[config.mk]
export PLATFORM = sky130hd
export DESIGN_NAME = asr_power_ctrl
export DESIGN_NICKNAME = d
export VERILOG_FILES = /design/src/asr_pkg.sv /design/src/asr_power_ctrl.sv
export SDC_FILE = /design/constraint.sdc
export NUM_CORES = 1
export LEC_CHECK = 0
export ABC_AREA = 0
export BUFFER_PORTS_ARGS = -buffer_cell sky130_fd_sc_hd__buf_2
export CORE_UTILIZATION = 48
export CTS_BUF_LIST = sky130_fd_sc_hd__clkbuf_4 sky130_fd_sc_hd__clkbuf_8
export DETAILED_ROUTE_END_ITERATION = 10
export PLACE_DENSITY_LB_ADDON = 0.05
export SLEW_MARGIN = 20
export SYNTH_ARGS = -nofsm -noshare
export SYNTH_HDL_FRONTEND = slang
export SYNTH_SLANG_ARGS = --single-unit
[constraint.sdc]
create_clock -name sys_clk -period 2.9 [get_ports sys_clk]
set_input_delay 0.29 -clock sys_clk [delete_from_list [all_inputs] [get_ports sys_clk]]
set_output_delay 0.29 -clock sys_clk [all_outputs]
set_load 0.005 [all_outputs]
[src/asr_pkg.sv]
// Constants and types for the converter power and reference control
package asr_pkg;
  localparam int CODE_W = 10;
  localparam int CH_W = 4;
  localparam int SEL_W = 3;
  localparam int SEL_INT_BIT = 2;
  localparam int SEL_PIN_BIT = 1;
  localparam int SEL_KEEP_BIT = 0;
  // Power-on setup and configuration
  localparam logic [SEL_W-1:0] SEL_RST = 3'h0;
  localparam logic CLK_EXT_RST = 1'b0;
  localparam logic BIP_RST = 1'b0;
  localparam logic SGL_RST = 1'b1;
  localparam logic [1:0] SCAN_RST = 2'h3;
  localparam logic [CH_W-1:0] CS_RST = 4'h0;
  // Scan mode codes
  localparam logic [1:0] SCAN_UP = 2'h0;
  localparam logic [1:0] SCAN_REP = 2'h1;
  localparam logic [1:0] SCAN_MID = 2'h2;
  localparam logic [1:0] SCAN_ONE = 2'h3;
  localparam int REPEAT_N = 8;
  // Internal reference settling, informative to the master only
  localparam int REF_WAKE_MS = 10;
  localparam int CLK_MHZ = 200;
  localparam int REF_WAKE_CYC = REF_WAKE_MS * 1000 * CLK_MHZ;
  typedef enum logic [1:0] {ST_IDLE, ST_WAKE, ST_CONV, ST_HOLD} asr_state_e;
endpackage

[src/asr_power_ctrl.sv]
// Automatic shutdown, reference select and result memory control
`timescale 1ns/1ps
`default_nettype none
module asr_power_ctrl #(
  parameter int NUM_CH       = 12,
  parameter int REF_WAKE_CYC = asr_pkg::REF_WAKE_CYC
) (
  // Clock and reset
  input  wire logic                        sys_clk,
  input  wire logic                        nrst,
  // Two-wire bus events, one-cycle pulses
  input  wire logic                        bus_start_p,
  input  wire logic                        bus_stop_p,
  input  wire logic                        bus_nack_p,
  input  wire logic                        addr_rd_p,
  input  wire logic                        res_rd_p,
  // Setup and configuration writes
  input  wire logic                        setup_wr_p,
  input  wire logic [asr_pkg::SEL_W-1:0]   setup_sel,
  input  wire logic                        setup_clk_ext,
  input  wire logic                        setup_bipolar,
  input  wire logic                        cfg_wr_p,
  input  wire logic [1:0]                  cfg_scan,
  input  wire logic [asr_pkg::CH_W-1:0]    cfg_chan,
  input  wire logic                        cfg_single,
  // Analog converter
  input  wire logic                        conv_done_p,
  input  wire logic [asr_pkg::CODE_W-1:0]  conv_raw,
  output logic                             conv_start_p,
  output logic [asr_pkg::CH_W-1:0]         conv_chan,
  output logic                             conv_diff,
  output logic                             conv_ref_gnd,
  // Power and reference
  output logic                             analog_pwr_on,
  output logic                             int_ref_on,
  output logic                             ref_settled,
  output logic                             ref_pin_oe_n,
  output logic                             pin_is_ref,
  // Results
  output logic                             scl_hold,
  output logic                             res_vld_p,
  output logic [asr_pkg::CODE_W-1:0]       res_data,
  output logic                             mem_ready
);
  localparam int MEM_D = (NUM_CH > asr_pkg::REPEAT_N) ? NUM_CH : asr_pkg::REPEAT_N;
  localparam logic [asr_pkg::CH_W-1:0] TOP_CH  = asr_pkg::CH_W'(NUM_CH - 1);
  localparam logic [asr_pkg::CH_W-1:0] CAP_REF = asr_pkg::CH_W'(NUM_CH - 2);
  localparam logic [asr_pkg::CH_W-1:0] MID_CH  = asr_pkg::CH_W'(NUM_CH / 2);
  localparam logic [2:0] REP_LAST = 3'(asr_pkg::REPEAT_N - 1);
  if (!(NUM_CH == 4 || NUM_CH == 12) || REF_WAKE_CYC < 1) begin : g_bad_param
    $error("asr_power_ctrl: NUM_CH must be 4 or 12, REF_WAKE_CYC at least 1");
  end
  logic                         rst_meta_r;
  logic                         rst_n_r;
  asr_pkg::asr_state_e          st_r;
  asr_pkg::asr_state_e          st_nxt;
  logic [asr_pkg::SEL_W-1:0]    sel_r;
  logic                         clk_ext_r;
  logic                         bip_r;
  logic [1:0]                   scan_r;
  logic [asr_pkg::CH_W-1:0]     cs_r;
  logic                         single_r;
  logic                         armed_r;
  logic                         multi_r;
  logic [asr_pkg::CH_W-1:0]     first_r;
  logic [asr_pkg::CH_W-1:0]     last_r;
  logic [2:0]                   rep_r;
  logic [2:0]                   rep_tgt_r;
  logic [asr_pkg::CH_W-1:0]     wr_ptr_r;
  logic [asr_pkg::CH_W-1:0]     rd_ptr_r;
  logic [31:0]                  wake_cnt_r;
  logic [asr_pkg::CODE_W-1:0]   mem_r [MEM_D];
  logic [asr_pkg::CH_W-1:0]     lim;
  logic [asr_pkg::CH_W-1:0]     cs_lim;
  logic [asr_pkg::CH_W-1:0]     first_ch;
  logic [asr_pkg::CH_W-1:0]     last_ch;
  logic [2:0]                   reps_last;
  logic                         multi;
  logic [asr_pkg::CH_W:0]       ch_step;
  logic [asr_pkg::CH_W-1:0]     ch_adv;
  logic                         last_item;
  logic                         end_ev;
  logic                         pwr_nxt;
  logic [asr_pkg::CODE_W-1:0]   coded;
  // Shared pin sits as the odd member of the top differential pair
  function automatic logic pin_pair(input logic [asr_pkg::CH_W-1:0] ch);
    return (ch | 4'h1) == TOP_CH;
  endfunction
  always_ff @(posedge sys_clk or negedge nrst) begin
    if (!nrst) begin
      rst_meta_r <= 1'b0;
      rst_n_r    <= 1'b0;
    end else begin
      rst_meta_r <= 1'b1;
      rst_n_r    <= rst_meta_r;
    end
  end

  // Setup and configuration registers
  always_ff @(posedge sys_clk or negedge rst_n_r) begin
    if (!rst_n_r) begin
      sel_r      <= asr_pkg::SEL_RST;
      pin_is_ref <= asr_pkg::SEL_RST[asr_pkg::SEL_PIN_BIT];
      clk_ext_r  <= asr_pkg::CLK_EXT_RST;
      bip_r      <= asr_pkg::BIP_RST;
      scan_r     <= asr_pkg::SCAN_RST;
      cs_r       <= asr_pkg::CS_RST;
      single_r   <= asr_pkg::SGL_RST;
    end else begin
      if (setup_wr_p) begin
        sel_r      <= setup_sel;
        pin_is_ref <= setup_sel[asr_pkg::SEL_PIN_BIT];
        clk_ext_r  <= setup_clk_ext;
        bip_r      <= setup_bipolar;
      end
      if (cfg_wr_p) begin
        scan_r   <= cfg_scan;
        cs_r     <= cfg_chan;
        single_r <= cfg_single;
      end
    end
  end

  // Internal reference: only a setup write moves it, never shutdown
  always_ff @(posedge sys_clk or negedge rst_n_r) begin
    if (!rst_n_r) begin
      int_ref_on <= 1'b0;
    end else if (setup_wr_p && setup_sel != sel_r) begin
      int_ref_on <= setup_sel[asr_pkg::SEL_INT_BIT] &
                    setup_sel[asr_pkg::SEL_KEEP_BIT];
    end
  end

  // Settling flag for the master; conversions never wait on it
  always_ff @(posedge sys_clk or negedge rst_n_r) begin
    if (!rst_n_r) begin
      wake_cnt_r  <= 32'h0000_0000;
      ref_settled <= 1'b0;
    end else if (!int_ref_on) begin
      wake_cnt_r  <= 32'h0000_0000;
      ref_settled <= 1'b0;
    end else if (!ref_settled) begin
      wake_cnt_r  <= wake_cnt_r + 32'h0000_0001;
      ref_settled <= (wake_cnt_r == 32'(REF_WAKE_CYC - 1));
    end
  end

  // Start seen, waiting for our address
  always_ff @(posedge sys_clk or negedge rst_n_r) begin
    if (!rst_n_r) begin
      armed_r <= 1'b0;
    end else if (bus_start_p) begin
      armed_r <= 1'b1;
    end else if (addr_rd_p || bus_stop_p) begin
      armed_r <= 1'b0;
    end
  end

  // Sequence bounds, limiter keeps scans off the shared pin
  always_comb begin
    lim       = pin_is_ref ? CAP_REF : TOP_CH;
    cs_lim    = (cs_r > lim) ? lim : cs_r;
    first_ch  = cs_r;
    last_ch   = cs_r;
    reps_last = 3'h0;
    multi     = 1'b0;
    case (scan_r)
      asr_pkg::SCAN_UP: begin
        first_ch = 4'h0;
        last_ch  = cs_lim;
        multi    = 1'b1;
      end
      asr_pkg::SCAN_REP: begin
        reps_last = clk_ext_r ? 3'h0 : REP_LAST;
      end
      asr_pkg::SCAN_MID: begin
        first_ch = MID_CH;
        last_ch  = (cs_lim < MID_CH) ? MID_CH : cs_lim;
        multi    = 1'b1;
      end
      default: ;
    endcase
  end

  always_comb begin
    ch_step   = {1'b0, conv_chan} + (single_r ? 5'h01 : 5'h02);
    ch_adv    = ch_step[asr_pkg::CH_W-1:0];
    last_item = (rep_r == rep_tgt_r) && (ch_step > {1'b0, last_r});
    end_ev    = bus_stop_p || bus_nack_p || bus_start_p;
    coded     = bip_r ? {~conv_raw[asr_pkg::CODE_W-1], conv_raw[asr_pkg::CODE_W-2:0]}
                      : conv_raw;
  end

  always_comb begin
    st_nxt = st_r;
    case (st_r)
      asr_pkg::ST_IDLE: begin
        if (addr_rd_p && armed_r) begin
          st_nxt = asr_pkg::ST_WAKE;
        end
      end
      asr_pkg::ST_WAKE: begin
        st_nxt = asr_pkg::ST_CONV;
      end
      asr_pkg::ST_CONV: begin
        if (clk_ext_r && end_ev) begin
          st_nxt = asr_pkg::ST_IDLE;
        end else if (!clk_ext_r && conv_done_p && last_item) begin
          st_nxt = asr_pkg::ST_HOLD;
        end
      end
      asr_pkg::ST_HOLD: begin
        if (bus_stop_p || bus_start_p) begin
          st_nxt = asr_pkg::ST_IDLE;
        end
      end
      default: st_nxt = asr_pkg::ST_IDLE;
    endcase
    pwr_nxt = (st_nxt == asr_pkg::ST_WAKE) || (st_nxt == asr_pkg::ST_CONV);
  end

  // State, power and pin drive
  always_ff @(posedge sys_clk or negedge rst_n_r) begin
    if (!rst_n_r) begin
      st_r          <= asr_pkg::ST_IDLE;
      analog_pwr_on <= 1'b0;
      ref_pin_oe_n  <= 1'b1;
      scl_hold      <= 1'b0;
      mem_ready     <= 1'b0;
    end else begin
      st_r          <= st_nxt;
      analog_pwr_on <= pwr_nxt;
      ref_pin_oe_n  <= !(pwr_nxt && sel_r[asr_pkg::SEL_INT_BIT] &&
                         sel_r[asr_pkg::SEL_PIN_BIT]);
      scl_hold      <= pwr_nxt && !clk_ext_r;
      mem_ready     <= (st_nxt == asr_pkg::ST_HOLD);
    end
  end

  // Conversion sequencing
  always_ff @(posedge sys_clk or negedge rst_n_r) begin
    if (!rst_n_r) begin
      conv_start_p <= 1'b0;
      conv_chan    <= asr_pkg::CS_RST;
      conv_diff    <= 1'b0;
      conv_ref_gnd <= 1'b0;
      first_r      <= 4'h0;
      last_r       <= 4'h0;
      rep_r        <= 3'h0;
      rep_tgt_r    <= 3'h0;
      multi_r      <= 1'b0;
    end else begin
      conv_start_p <= 1'b0;
      if (st_r == asr_pkg::ST_IDLE && st_nxt == asr_pkg::ST_WAKE) begin
        conv_chan    <= first_ch;
        conv_diff    <= !single_r;
        conv_ref_gnd <= pin_is_ref && !single_r && pin_pair(first_ch);
        first_r      <= first_ch;
        last_r       <= last_ch;
        rep_r        <= 3'h0;
        rep_tgt_r    <= reps_last;
        multi_r      <= multi;
      end else if (st_r == asr_pkg::ST_WAKE) begin
        conv_start_p <= 1'b1;
      end else if (st_r == asr_pkg::ST_CONV && conv_done_p && st_nxt == asr_pkg::ST_CONV) begin
        conv_start_p <= 1'b1;
        if (last_item) begin
          conv_chan    <= first_r;
          conv_ref_gnd <= pin_is_ref && conv_diff && pin_pair(first_r);
          rep_r        <= 3'h0;
        end else if (rep_r != rep_tgt_r) begin
          rep_r <= rep_r + 3'h1;
        end else begin
          rep_r        <= 3'h0;
          conv_chan    <= ch_adv;
          conv_ref_gnd <= pin_is_ref && conv_diff && pin_pair(ch_adv);
        end
      end
    end
  end

  // Result memory, kept through shutdown
  always_ff @(posedge sys_clk) begin
    if (st_r == asr_pkg::ST_CONV && conv_done_p && !clk_ext_r) begin
      mem_r[wr_ptr_r] <= coded;
    end
  end

  always_ff @(posedge sys_clk or negedge rst_n_r) begin
    if (!rst_n_r) begin
      wr_ptr_r  <= 4'h0;
      rd_ptr_r  <= 4'h0;
      res_vld_p <= 1'b0;
      res_data  <= 10'h000;
    end else begin
      res_vld_p <= 1'b0;
      if (st_r == asr_pkg::ST_WAKE) begin
        wr_ptr_r <= 4'h0;
        rd_ptr_r <= 4'h0;
      end else if (st_r == asr_pkg::ST_CONV && conv_done_p) begin
        if (clk_ext_r) begin
          res_data  <= coded;
          res_vld_p <= 1'b1;
        end else begin
          wr_ptr_r <= wr_ptr_r + 4'h1;
        end
      end else if (st_r == asr_pkg::ST_HOLD && res_rd_p) begin
        res_data  <= mem_r[rd_ptr_r];
        res_vld_p <= 1'b1;
        rd_ptr_r  <= (rd_ptr_r == wr_ptr_r - 4'h1) ? 4'h0 : rd_ptr_r + 4'h1;
      end
    end
  end
endmodule // asr_power_ctrl
`default_nettype wire

==> reports/metrics.cfg, run 1 <==
[outcome]
outcome = complete, but fails checks
violations = negative setup slack

[cells_and_area]
final_cell_area_um2 = 11500
area_delta_synth_final_pct = 21.5
drive_above_1_share = 0.304
fin_nets = 880
insertedDiodeCount = 0
final_cells = 1114

[die]
dieArea_um2 = 20300
core_um2 = 19000
ios = 57
die_h_um = 142
die_w_um = 142
start_util = 0.497
rows = 50

[setup_path]
required_ns = 3.28
arrival_ns = 3.85
cp_max_fo = 5
r2r_slack_ns = -0.57
critPathLaunchType = flop
path_class = reg2reg
cp-end-kind = flop
reg2regPathDepth = 15
r2r_end = conv_chan[3]$_DFFE_PN0P_
rr_startpoint = single_r$_DFFE_PN1P_

[clock_network]
numCtsBuffers = 37
clkTransAtPathRegs_ns = 0.06
cts_tree = built
clkSinkCount = 213
h-tree-depth = 2
insertion_delay_ns = 0.52
clockRootBuffer = clkbuf_8
clockBufferDepth = 3

[synth]
synth_common_cells = edfxtp_1 (120), dfrtp_1 (89), nand2_1 (55), nor2_1 (55), o21ai_0 (37)
yosysSeqAreaShare = 0.628
ys_seq_elements = 213
synth_ff_type = edfxtp_1
ys_types = 61
yosysWarningCount = 0
yosysMostFrequentCell = edfxtp_1
syn_avg_cell_area_um2 = 13.4
ys_async_sr_fraction = 0.437
yosysTopAreaCellShare = 0.381
synth_edf_count = 120
yosysTopAreaCell = edfxtp_1
yosys-top-cells-area = edfxtp_1 (38%), dfrtp_1 (24%), mux4_2 (7.1%)
syn-num-nets = 757
synth_area_um2 = 9460
syn_inst = 707

[timing]
skew_ns = 0.0126
layout_setup_ws_ns = -0.568
finalHoldViolCount = 0
relSlewSlack = 0.493
worst_slew_pin_slew_ns = 0.759
rsz0062_at_grt = true
fin_crit_ns = 3.47
hold-worst-slack_ns = 0.0291
setup_violations = 20
slew_violations = 0
timing.fmax_ghz = 0.288
finalCritPeriodShare = 1.20

[power_and_ir_drop]
total_power_mw = 9.84
p_leak_nw = 4.51
vdd_drop_max_mv = 0.516
p_per_area_nw_per_um2 = 856

[global_routing]
gr-total-overflow = 0
antenna_found_initial = 0
grt_pass1_vias = 6368
grt_max_degree = 67
grtUsageTotal = 0.222
grt_pass1_wl_mm = 34.1

[detailed_routing]
first_iter_violations = 299
vias_per_cell = 5.54
route.detailed.wl_per_inst_um = 19.1
dr_total_vias = 6170
ant_nets = 0
route.detailed.drc = 0
dr.pass1.iters = 5
drt_wl_total_mm = 21.3

[placed_design]
place_ws_ns = -0.630
dp_hpwl_mm = 13.6
dp.cells = 1031
placed_area_um2 = 10400
port_buffers = 56
place.gp.congestion = 0.848

[flow_run]
maxCapViolations = 0

[min_path]
hold_path_class = in2reg
whs_path_depth = 2
min_from = cfg_chan[2]
hold_end = cs_r[2]$_DFFE_PN0P_

## how the worst max path moves through the flow
stage | from | end | slack [ns] | depth (start not counted)
finish | single_r$_DFFE_PN1P_ | conv_chan[3]$_DFFE_PN0P_ | -0.57 | 15
global route | single_r$_DFFE_PN1P_ | conv_chan[3]$_DFFE_PN0P_ | -0.73 | 15
CTS | single_r$_DFFE_PN1P_ | conv_chan[3]$_DFFE_PN0P_ | -0.52 | 16
detailed placement | single_r$_DFFE_PN1P_ | conv_chan[3]$_DFFE_PN0P_ | -0.63 | 16
global placement | single_r$_DFFE_PN1P_ | conv_ref_gnd$_DFFE_PN0P_ | -0.49 | 17
floorplan | single_r$_DFFE_PN1P_ | conv_chan[2]$_DFFE_PN0P_ | -0.46 | 16
## power breakdown
part           internal [mW]  switching, mW
clock network           1.61           1.16
logic                   1.60           1.66
registers               3.51          0.288
total                   6.72           3.11
## worst max-delay path, stage by stage (launching register included)
cell	delay, ns
dfstp_2	0.56
ha_4	0.14
inv_2	0.03
fa_2	0.54
inv_1	0.09
ha_4	0.28
nand4b_1	0.13
nand4b_1	0.16
o211ai_4	0.10
o311ai_4	0.29
ha_4	0.19
nor3b_4	0.26
buf_6	0.17
nor2b_2	0.05
mux2i_2	0.21
a31oi_2	0.12
## logic make-up (layout without fill, tap and decap cells)
group / after synthesis / in the layout / synth area share
fa+ha+maj: 18 / 18 / 0.0246
compound gates: 100 / 100 / 0.0655
xor+xnor: 33 / 33 / 0.0306
buf+inv: 57 / 204 / 0.0237
other cells: 1 / 1 / 0.000396
mux: 61 / 61 / 0.105
simple gates: 224 / 224 / 0.123
flops: 213 / 213 / 0.628
## metrics by stage
stage,utilization,setup TNS [ns]
final,0.604,-7.99
after global routing,0.604,-11.16
after CTS,0.600,-7.06
after detailed placement,0.545,-7.35
after global placement,0.545,-5.39
after floorplan,-,-5.61
## timing repair
item                       in CTS  in global routing
setup endpoints to repair      20                 23
resized for setup              27                 16
pin swaps                       8                  1
setup buffers                   9                  2
hold buffers                   10                  0
hold endpoints to repair       11                  0
## cell usage in the layout (no fill, tap or decap), types with 6 or more instances in the layout
cell           Yosys  layout
nand2_1           55      53
ha_1              17      10
inv_1             26      22
or3_1              8       7
nand4_1           11      11
dlygate4sd3_1      0      10
dfrtp_1           89      87
and2_1             6       6
clkbuf_4           0      14
and3_1            15      15
a21oi_2            0       7
mux2i_1           24      23
a21oi_1           21      13
xnor2_1           16      16
a31oi_1            7       6
nor3_1             8       8
mux2_2             7       7
buf_2              5      56
xor2_1            17      16
o21ai_0           37      32
nand3_1           28      25
nand2b_1           8       8
nor2_1            55      52
mux4_2            30      30
edfxtp_1         120     120
clkbuf_8           0      43
ha_4               0       7
buf_4              1      41
## layer usage
layer	vias to the layer above	GRT usage	share of wire
li1	2884	-	-
met1	3065	0.296	0.45
met2	168	0.363	0.48
met3	53	0.0390	0.048
met4	0	0.0849	0.030
met5	-	0	0
## area by class of cell
cell class	instances	area [um2]
clock inverters	6	56.3
clock buffers	57	697
fillers	1560	7530
multi-input cells	437	3570
inverters	26	97.6
well taps	260	325
repair buffers	115	805
flip-flops and latches	213	5940
## registers in the layout, indices dropped and copies added (netlist names), 2 cells and up
name and cells:
wr_ptr_r 4, conv_chan 4, res_data 10, cs_r 4, rep_r 3, sel_r 3
st_r 2, mem_r 120, wake_cnt_r 32, scan_r 2, last_r 4, first_r 4
rd_ptr_r 4
Power figures use the tool's default switching activity.
==> run 2: changes to the inputs <==
CTS_BUF_LIST = unset   (was sky130_fd_sc_hd__clkbuf_4 sky130_fd_sc_hd__clkbuf_8)
PLACE_DENSITY_LB_ADDON = 0.15   (was 0.05)
==> run 2 against run 1 <==
  * The flow still finishes with violations (negative setup slack)
  * Critical path type unchanged
  * Worst setup slack better by 0.0065 ns
  * Clock power is 7.6% lower
  * Largest cell class unchanged
  * Sequential power hardly changed
==> reports/metrics.cfg, run 2 (synthesis gave the netlist of run 1 again) <==
[outcome]
outcome = complete, but fails checks
violations = negative setup slack

[setup_path]
r2r_end = conv_ref_gnd$_DFFE_PN0P_
required_ns = 3.30
path_class = reg2reg
arrival_ns = 3.86
reg2regPathDepth = 18
path_delay_family = simple AND/OR/NAND/NOR gates
rr_startpoint = single_r$_DFFE_PN1P_
cp-end-kind = flop
crit_path_start = single_r$_DFFE_PN1P_
cp_num_buf_inv = 3
cp_max_fo = 4
critPathLaunchType = flop
worstSetupEndpoint = conv_ref_gnd$_DFFE_PN0P_
cp_cell_sequence = inv_1 > ha_1 > a21oi_1 > or3_1 > nand2_2 > ha_4 > a21oi_2 > nand4b_1 > o211ai_4 > o311ai_4 > buf_4 > inv_2 > ha_4 > nand4b_1 > a21o_1 > nand2_2 > nand3_1 > o31ai_1
cpMaxStageDelayCell = dfstp_2
r2r_slack_ns = -0.56
slowest_delay_ns = 0.56
crit_cells = 18

[detailed_routing]
vias_per_cell = 5.64
route.detailed.drc = 0
ant_nets = 0
dr.pass1.iters = 5
drt_wl_total_mm = 20.4
first_iter_violations = 383
route.detailed.wl_per_inst_um = 18.9
dr_total_vias = 6105

[clock_network]
clockBufferDepth = 3
cts_tree = built
numCtsBuffers = 22
h-tree-depth = 1
clkSinkCount = 213
clkTransAtPathRegs_ns = 0.06
insertion_delay_ns = 0.51
clockRootBuffer = clkbuf_16

[cells_and_area]
final_cell_area_um2 = 11200
layout.area.seq_um2 = 5940
final_cell_mix = edfxtp_1 (120), dfrtp_1 (87), buf_2 (56)
final_core_util = 0.591
top_register = mem_r
fin_nets = 857
insertedDiodeCount = 0
multi_input_area_um2 = 3510
drive_above_1_share = 0.264
final_common_cell = edfxtp_1
final.fill_count = 1548
top_regs = mem_r x120, wake_cnt_r x32, res_data x10
largest_reg_flops = 120
area_delta_synth_final_pct = 18.9

[power_and_ir_drop]
p_leak_nw = 4.39
vdd_drop_max_mv = 0.579
total_power_mw = 9.47
p_per_area_nw_per_um2 = 842

[placed_design]
placed_area_um2 = 10300
dp_hpwl_mm = 13.3
place.gp.congestion = 0.875
port_buffers = 56

[die]
core_um2 = 19000
die_h_um = 142
dieArea_um2 = 20300
ios = 57
rows = 50
start_util = 0.497
die_w_um = 142

[timing]
finalCritPeriodShare = 1.19
rsz0062_at_grt = true
skew_ns = 0.0199
layout_setup_ws_ns = -0.561
slew_violations = 0
relSlewSlack = 0.395
fin_crit_ns = 3.46
setup_violations = 19
timing.fmax_ghz = 0.289
worst_slew_pin_slew_ns = 0.904
finalHoldViolCount = 0

[global_routing]
grt_pass1_vias = 6205
antenna_found_initial = 0
grt_max_degree = 50
grtUsageTotal = 0.212
gr-total-overflow = 0
grt_pass1_wl_mm = 32.9

[min_path]
hold_path_class = in2reg

[flow_run]
maxCapViolations = 0

-- run 2: cell count changes in the layout (fill, tap and decap cells not counted), moves of 3 or more --
cell,previous run,this run
buf_6,5,8
buf_4,41,38
dlygate4sd3_1,10,4
clkbuf_16,0,22
a21oi_1,13,17
clkbuf_4,14,0
clkbuf_1,0,6
clkinv_2,2,5
clkbuf_8,43,1
a21oi_2,7,4
-- run 2: worst min path at each step --
stage,from,end,slack [ns],cells past startpoint
6_report,cfg_chan[2],cs_r[2]$_DFFE_PN0P_,0.02,2
4_1_cts,cfg_chan[2],cs_r[2]$_DFFE_PN0P_,0.0009,2
3_3_place_gp,nrst,rst_meta_r$_DFF_PN0_,0.08,1
2_1_floorplan,nrst,rst_meta_r$_DFF_PN0_,-0.006,0
5_1_grt,cfg_chan[2],cs_r[2]$_DFFE_PN0P_,0.02,2
3_5_place_dp,nrst,rst_meta_r$_DFF_PN0_,0.08,1
-- run 2: area by class of cell --
class	count	area share
clock buffer	29	0.0522
clock inverter	11	0.00579
inverter	26	0.00868
multi-input combinational	437	0.313
sequential	213	0.528
tap	260	0.0289
timing repair buffer	107	0.0636
-- run 2: metal layers --
metal / share of wire / global-route usage / vias up
met5: 0 / 0 / -
met4: 0.022 / 0.0532 / 0
met3: 0.042 / 0.0310 / 36
met2: 0.49 / 0.366 / 134
met1: 0.45 / 0.283 / 3096
li1: - / - / 2839
-- run 2: worst reg2reg max path, cell delays in order, from the launching register on --
cell and delay [ns]:
dfstp_2 0.56, inv_1 0.07, ha_1 0.27, a21oi_1 0.07, or3_1 0.34, nand2_2 0.10, ha_4 0.21, a21oi_2 0.14
nand4b_1 0.17, o211ai_4 0.13, o311ai_4 0.13, buf_4 0.17, inv_2 0.06, ha_4 0.12, nand4b_1 0.17, a21o_1 0.23
nand2_2 0.10, nand3_1 0.09, o31ai_1 0.22
-- run 2: through the flow --
| step | setup WS [ns] | hold slack, ns | setup TNS [ns] | cells |
|---|---|---|---|---|
| floorplan | -0.461 | -0.00559 | -5.61 | 707 |
| global placement | -0.483 | 0.0752 | -5.51 | 1028 |
| detailed placement | -0.631 | 0.0812 | -7.65 | 1028 |
| CTS | -0.542 | 0.000914 | -6.85 | 1081 |
| global route | -0.717 | 0.0200 | -10.43 | 1083 |
| finish | -0.561 | 0.0161 | -7.06 | 1083 |
-- run 2: report_power, final --
part | total, mW | switching (mW) | internal, mW
registers | 3.80 | 0.285 | 3.51
clock network | 2.56 | 1.13 | 1.43
logic | 3.11 | 1.61 | 1.50
-- run 2: what timing repair did --
action,4_1_cts,5_1_grt
gates cloned,0,1
resized for setup,22,15
hold endpoints to repair,5,0
hold buffers,4,0
pin swaps,11,3
endpoints found under the setup margin,20,21
setup buffers,9,3
==> run 3: changes to the inputs <==
clock period = 3.55 ns   (was 2.9 ns; I/O delays follow)
==> run 3 against run 2 <==
  * The run now ends clean
  * Die area is the same
  * Clock power shrank 13%
  * Combinational power shrank 15%
  * Register-to-register slack gained 0.64 ns
  * Highest routed layer unchanged
==> reports/metrics.cfg, run 3 (synthesis gave the netlist of run 1 again) <==
[global_routing]
top_usage_layer = met2
grtUsageMet1 = 0.293
grt_pass1_vias = 6025
grt_pass1_wl_mm = 33.0
antenna_found_initial = 0
use_met2 = 0.358
gr-total-overflow = 0
grt_max_degree = 36
grt.met3_usage = 0.0286
grtUsageTotal = 0.214

[outcome]
outcome = finished, final reports clean

[clock_network]
clockRootBuffer = clkbuf_16
h-tree-depth = 1
numCtsBuffers = 24
cts_tree = built
clkTransAtPathRegs_ns = 0.07
insertion_delay_ns = 0.52
clkSinkCount = 213
clockBufferDepth = 3

[setup_path]
rr_startpoint = single_r$_DFFE_PN1P_
cp_max_fo = 4
cpMaxStageDelayCell = dfstp_2
critPathLaunchType = flop
arrival_ns = 3.87
r2r_slack_ns = 0.08
required_ns = 3.95
reg2regPathDepth = 18
path_class = reg2reg
r2r_end = conv_chan[2]$_DFFE_PN0P_
cp_cell_sequence = buf_6 > inv_2 > ha_4 > a21oi_2 > or3_4 > nand2_4 > ha_4 > nand4b_1 > nand4b_1 > o211ai_4 > o311ai_4 > ha_2 > nor3b_4 > buf_6 > nand2_2 > a21oi_2 > a2bb2oi_2 > o21ai_1
crit_path_start = single_r$_DFFE_PN1P_
cp-end-kind = flop
slowest_delay_ns = 0.58

[detailed_routing]
dr_total_vias = 5941
ant_nets = 0
drt_wl_total_mm = 20.8
route.detailed.wl_per_inst_um = 19.3
first_iter_violations = 264
route.detailed.drc = 0
vias_per_cell = 5.51
dr.pass1.iters = 4

[timing]
relSlewSlack = 0.290
setup_violations = 0
skew_ns = 0.0198
worst_slew_pin_slew_ns = 1.06
finalHoldViolCount = 0
slew_violations = 0
timing.fmax_ghz = 0.288
layout_setup_ws_ns = 0.0809
rsz0062_at_grt = true
fin_crit_ns = 3.47
finalCritPeriodShare = 0.977

[placed_design]
place.gp.congestion = 0.818
placed_area_um2 = 10100
dp_hpwl_mm = 13.1
place_ws_ns = -0.130
port_buffers = 56

[power_and_ir_drop]
switchingPower_mw = 2.53
p_leak_nw = 4.34
intPower_mw = 5.45
swShare = 0.317
seqPwrFrac = 0.389
p_per_area_nw_per_um2 = 712
vdd_drop_max_mv = 0.495
p_comb_frac = 0.330
pwr-share-clk = 0.281

[min_path]
hold_end = scan_r[0]$_DFFE_PN1P_
whs_path_depth = 3
min_from = cfg_scan[0]
hold_path_class = in2reg

[die]
ios = 57
core_um2 = 19000
die_w_um = 142
dieArea_um2 = 20300
rows = 50
die_h_um = 142
start_util = 0.497

[cells_and_area]
final_cell_mix = edfxtp_1 (120), dfrtp_1 (87), buf_2 (56)
drive_above_1_share = 0.257
top_regs = mem_r x120, wake_cnt_r x32, res_data x10
final_cell_area_um2 = 11200
largest_reg_flops = 120
insertedDiodeCount = 0
final.fill_count = 1530
area_delta_synth_final_pct = 18.3
final_core_util = 0.589
final_common_cell = edfxtp_1
layout.area.seq_um2 = 5940
multi_input_area_um2 = 3490
fin_nets = 850
top_register = mem_r

[flow_run]
maxCapViolations = 0

run 3: changes by cell type in the layout (fill, tap and decap cells not counted), moves of 3 or more:
cell | previous run | this run
o21ai_1 | 4 | 1
nor2_2 | 4 | 0
buf_6 | 8 | 4
clkbuf_1 | 6 | 10
dlygate4sd3_1 | 4 | 1
nor2_1 | 51 | 55
run 3: timing repair:
item,4_1_cts,5_1_grt
hold endpoints to repair,2,0
hold buffers,1,0
setup buffers,15,7
pin swaps,11,15
resized for setup,22,18
endpoints found under the setup margin,6,12
run 3: worst max-delay path by stage:
stage                                    end
floorplan           conv_chan[2]$_DFFE_PN0P_
global placement    conv_chan[3]$_DFFE_PN0P_
detailed placement  conv_chan[2]$_DFFE_PN0P_
CTS                 conv_chan[2]$_DFFE_PN0P_
global route        conv_ref_gnd$_DFFE_PN0P_
finish              conv_chan[2]$_DFFE_PN0P_
run 3: per-stage QoR:
step | setup TNS, ns | std cells | hold slack (ns) | power (mW)
2_1_floorplan | 0 | 707 | 0.0594 | 4.59
5_1_grt | -0.255 | 1078 | 0.0687 | 8.39
4_1_cts | 0 | 1073 | 0.0543 | 7.86
3_3_place_gp | 0 | 1013 | 0.141 | 5.26
3_5_place_dp | -0.532 | 1013 | 0.141 | 5.30
6_report | 0 | 1078 | 0.0776 | 7.97
run 3: critical path, delay by kind of cell (launching register included):
| family | cells | cell delay [ns] |
|---|---|---|
| buf+inv | 3 | 0.29 |
| flops | 1 | 0.58 |
| simple gates | 6 | 1.01 |
| compound gates | 6 | 0.83 |
| fa+ha+maj | 3 | 0.66 |
run 3: power by group through the flow:
stage               logic [mW]  clock network [mW]  registers [mW]
floorplan                 1.53                   0            3.07
global placement          2.13                   0            3.13
detailed placement        2.16                   0            3.13
CTS                       2.47                2.29            3.10
global route              2.87                2.38            3.14
finish                    2.63                2.24            3.10
run 3: final cells by class:
class                           instances  share of cell area
Inverter                               26             0.00872
Tap cell                              260              0.0291
Clock buffer                           35              0.0582
Multi-Input combinational cell        437               0.312
Sequential cell                       213               0.531
Timing Repair Buffer                   98              0.0559
Clock inverter                          9             0.00536
run 3: per-layer routing:
metal  vias up  routed length [um]
met5         -                   0
li1       2816                   -
met3        28                 770
met2       116                9960
met4         0                 405
met1      2981                9640
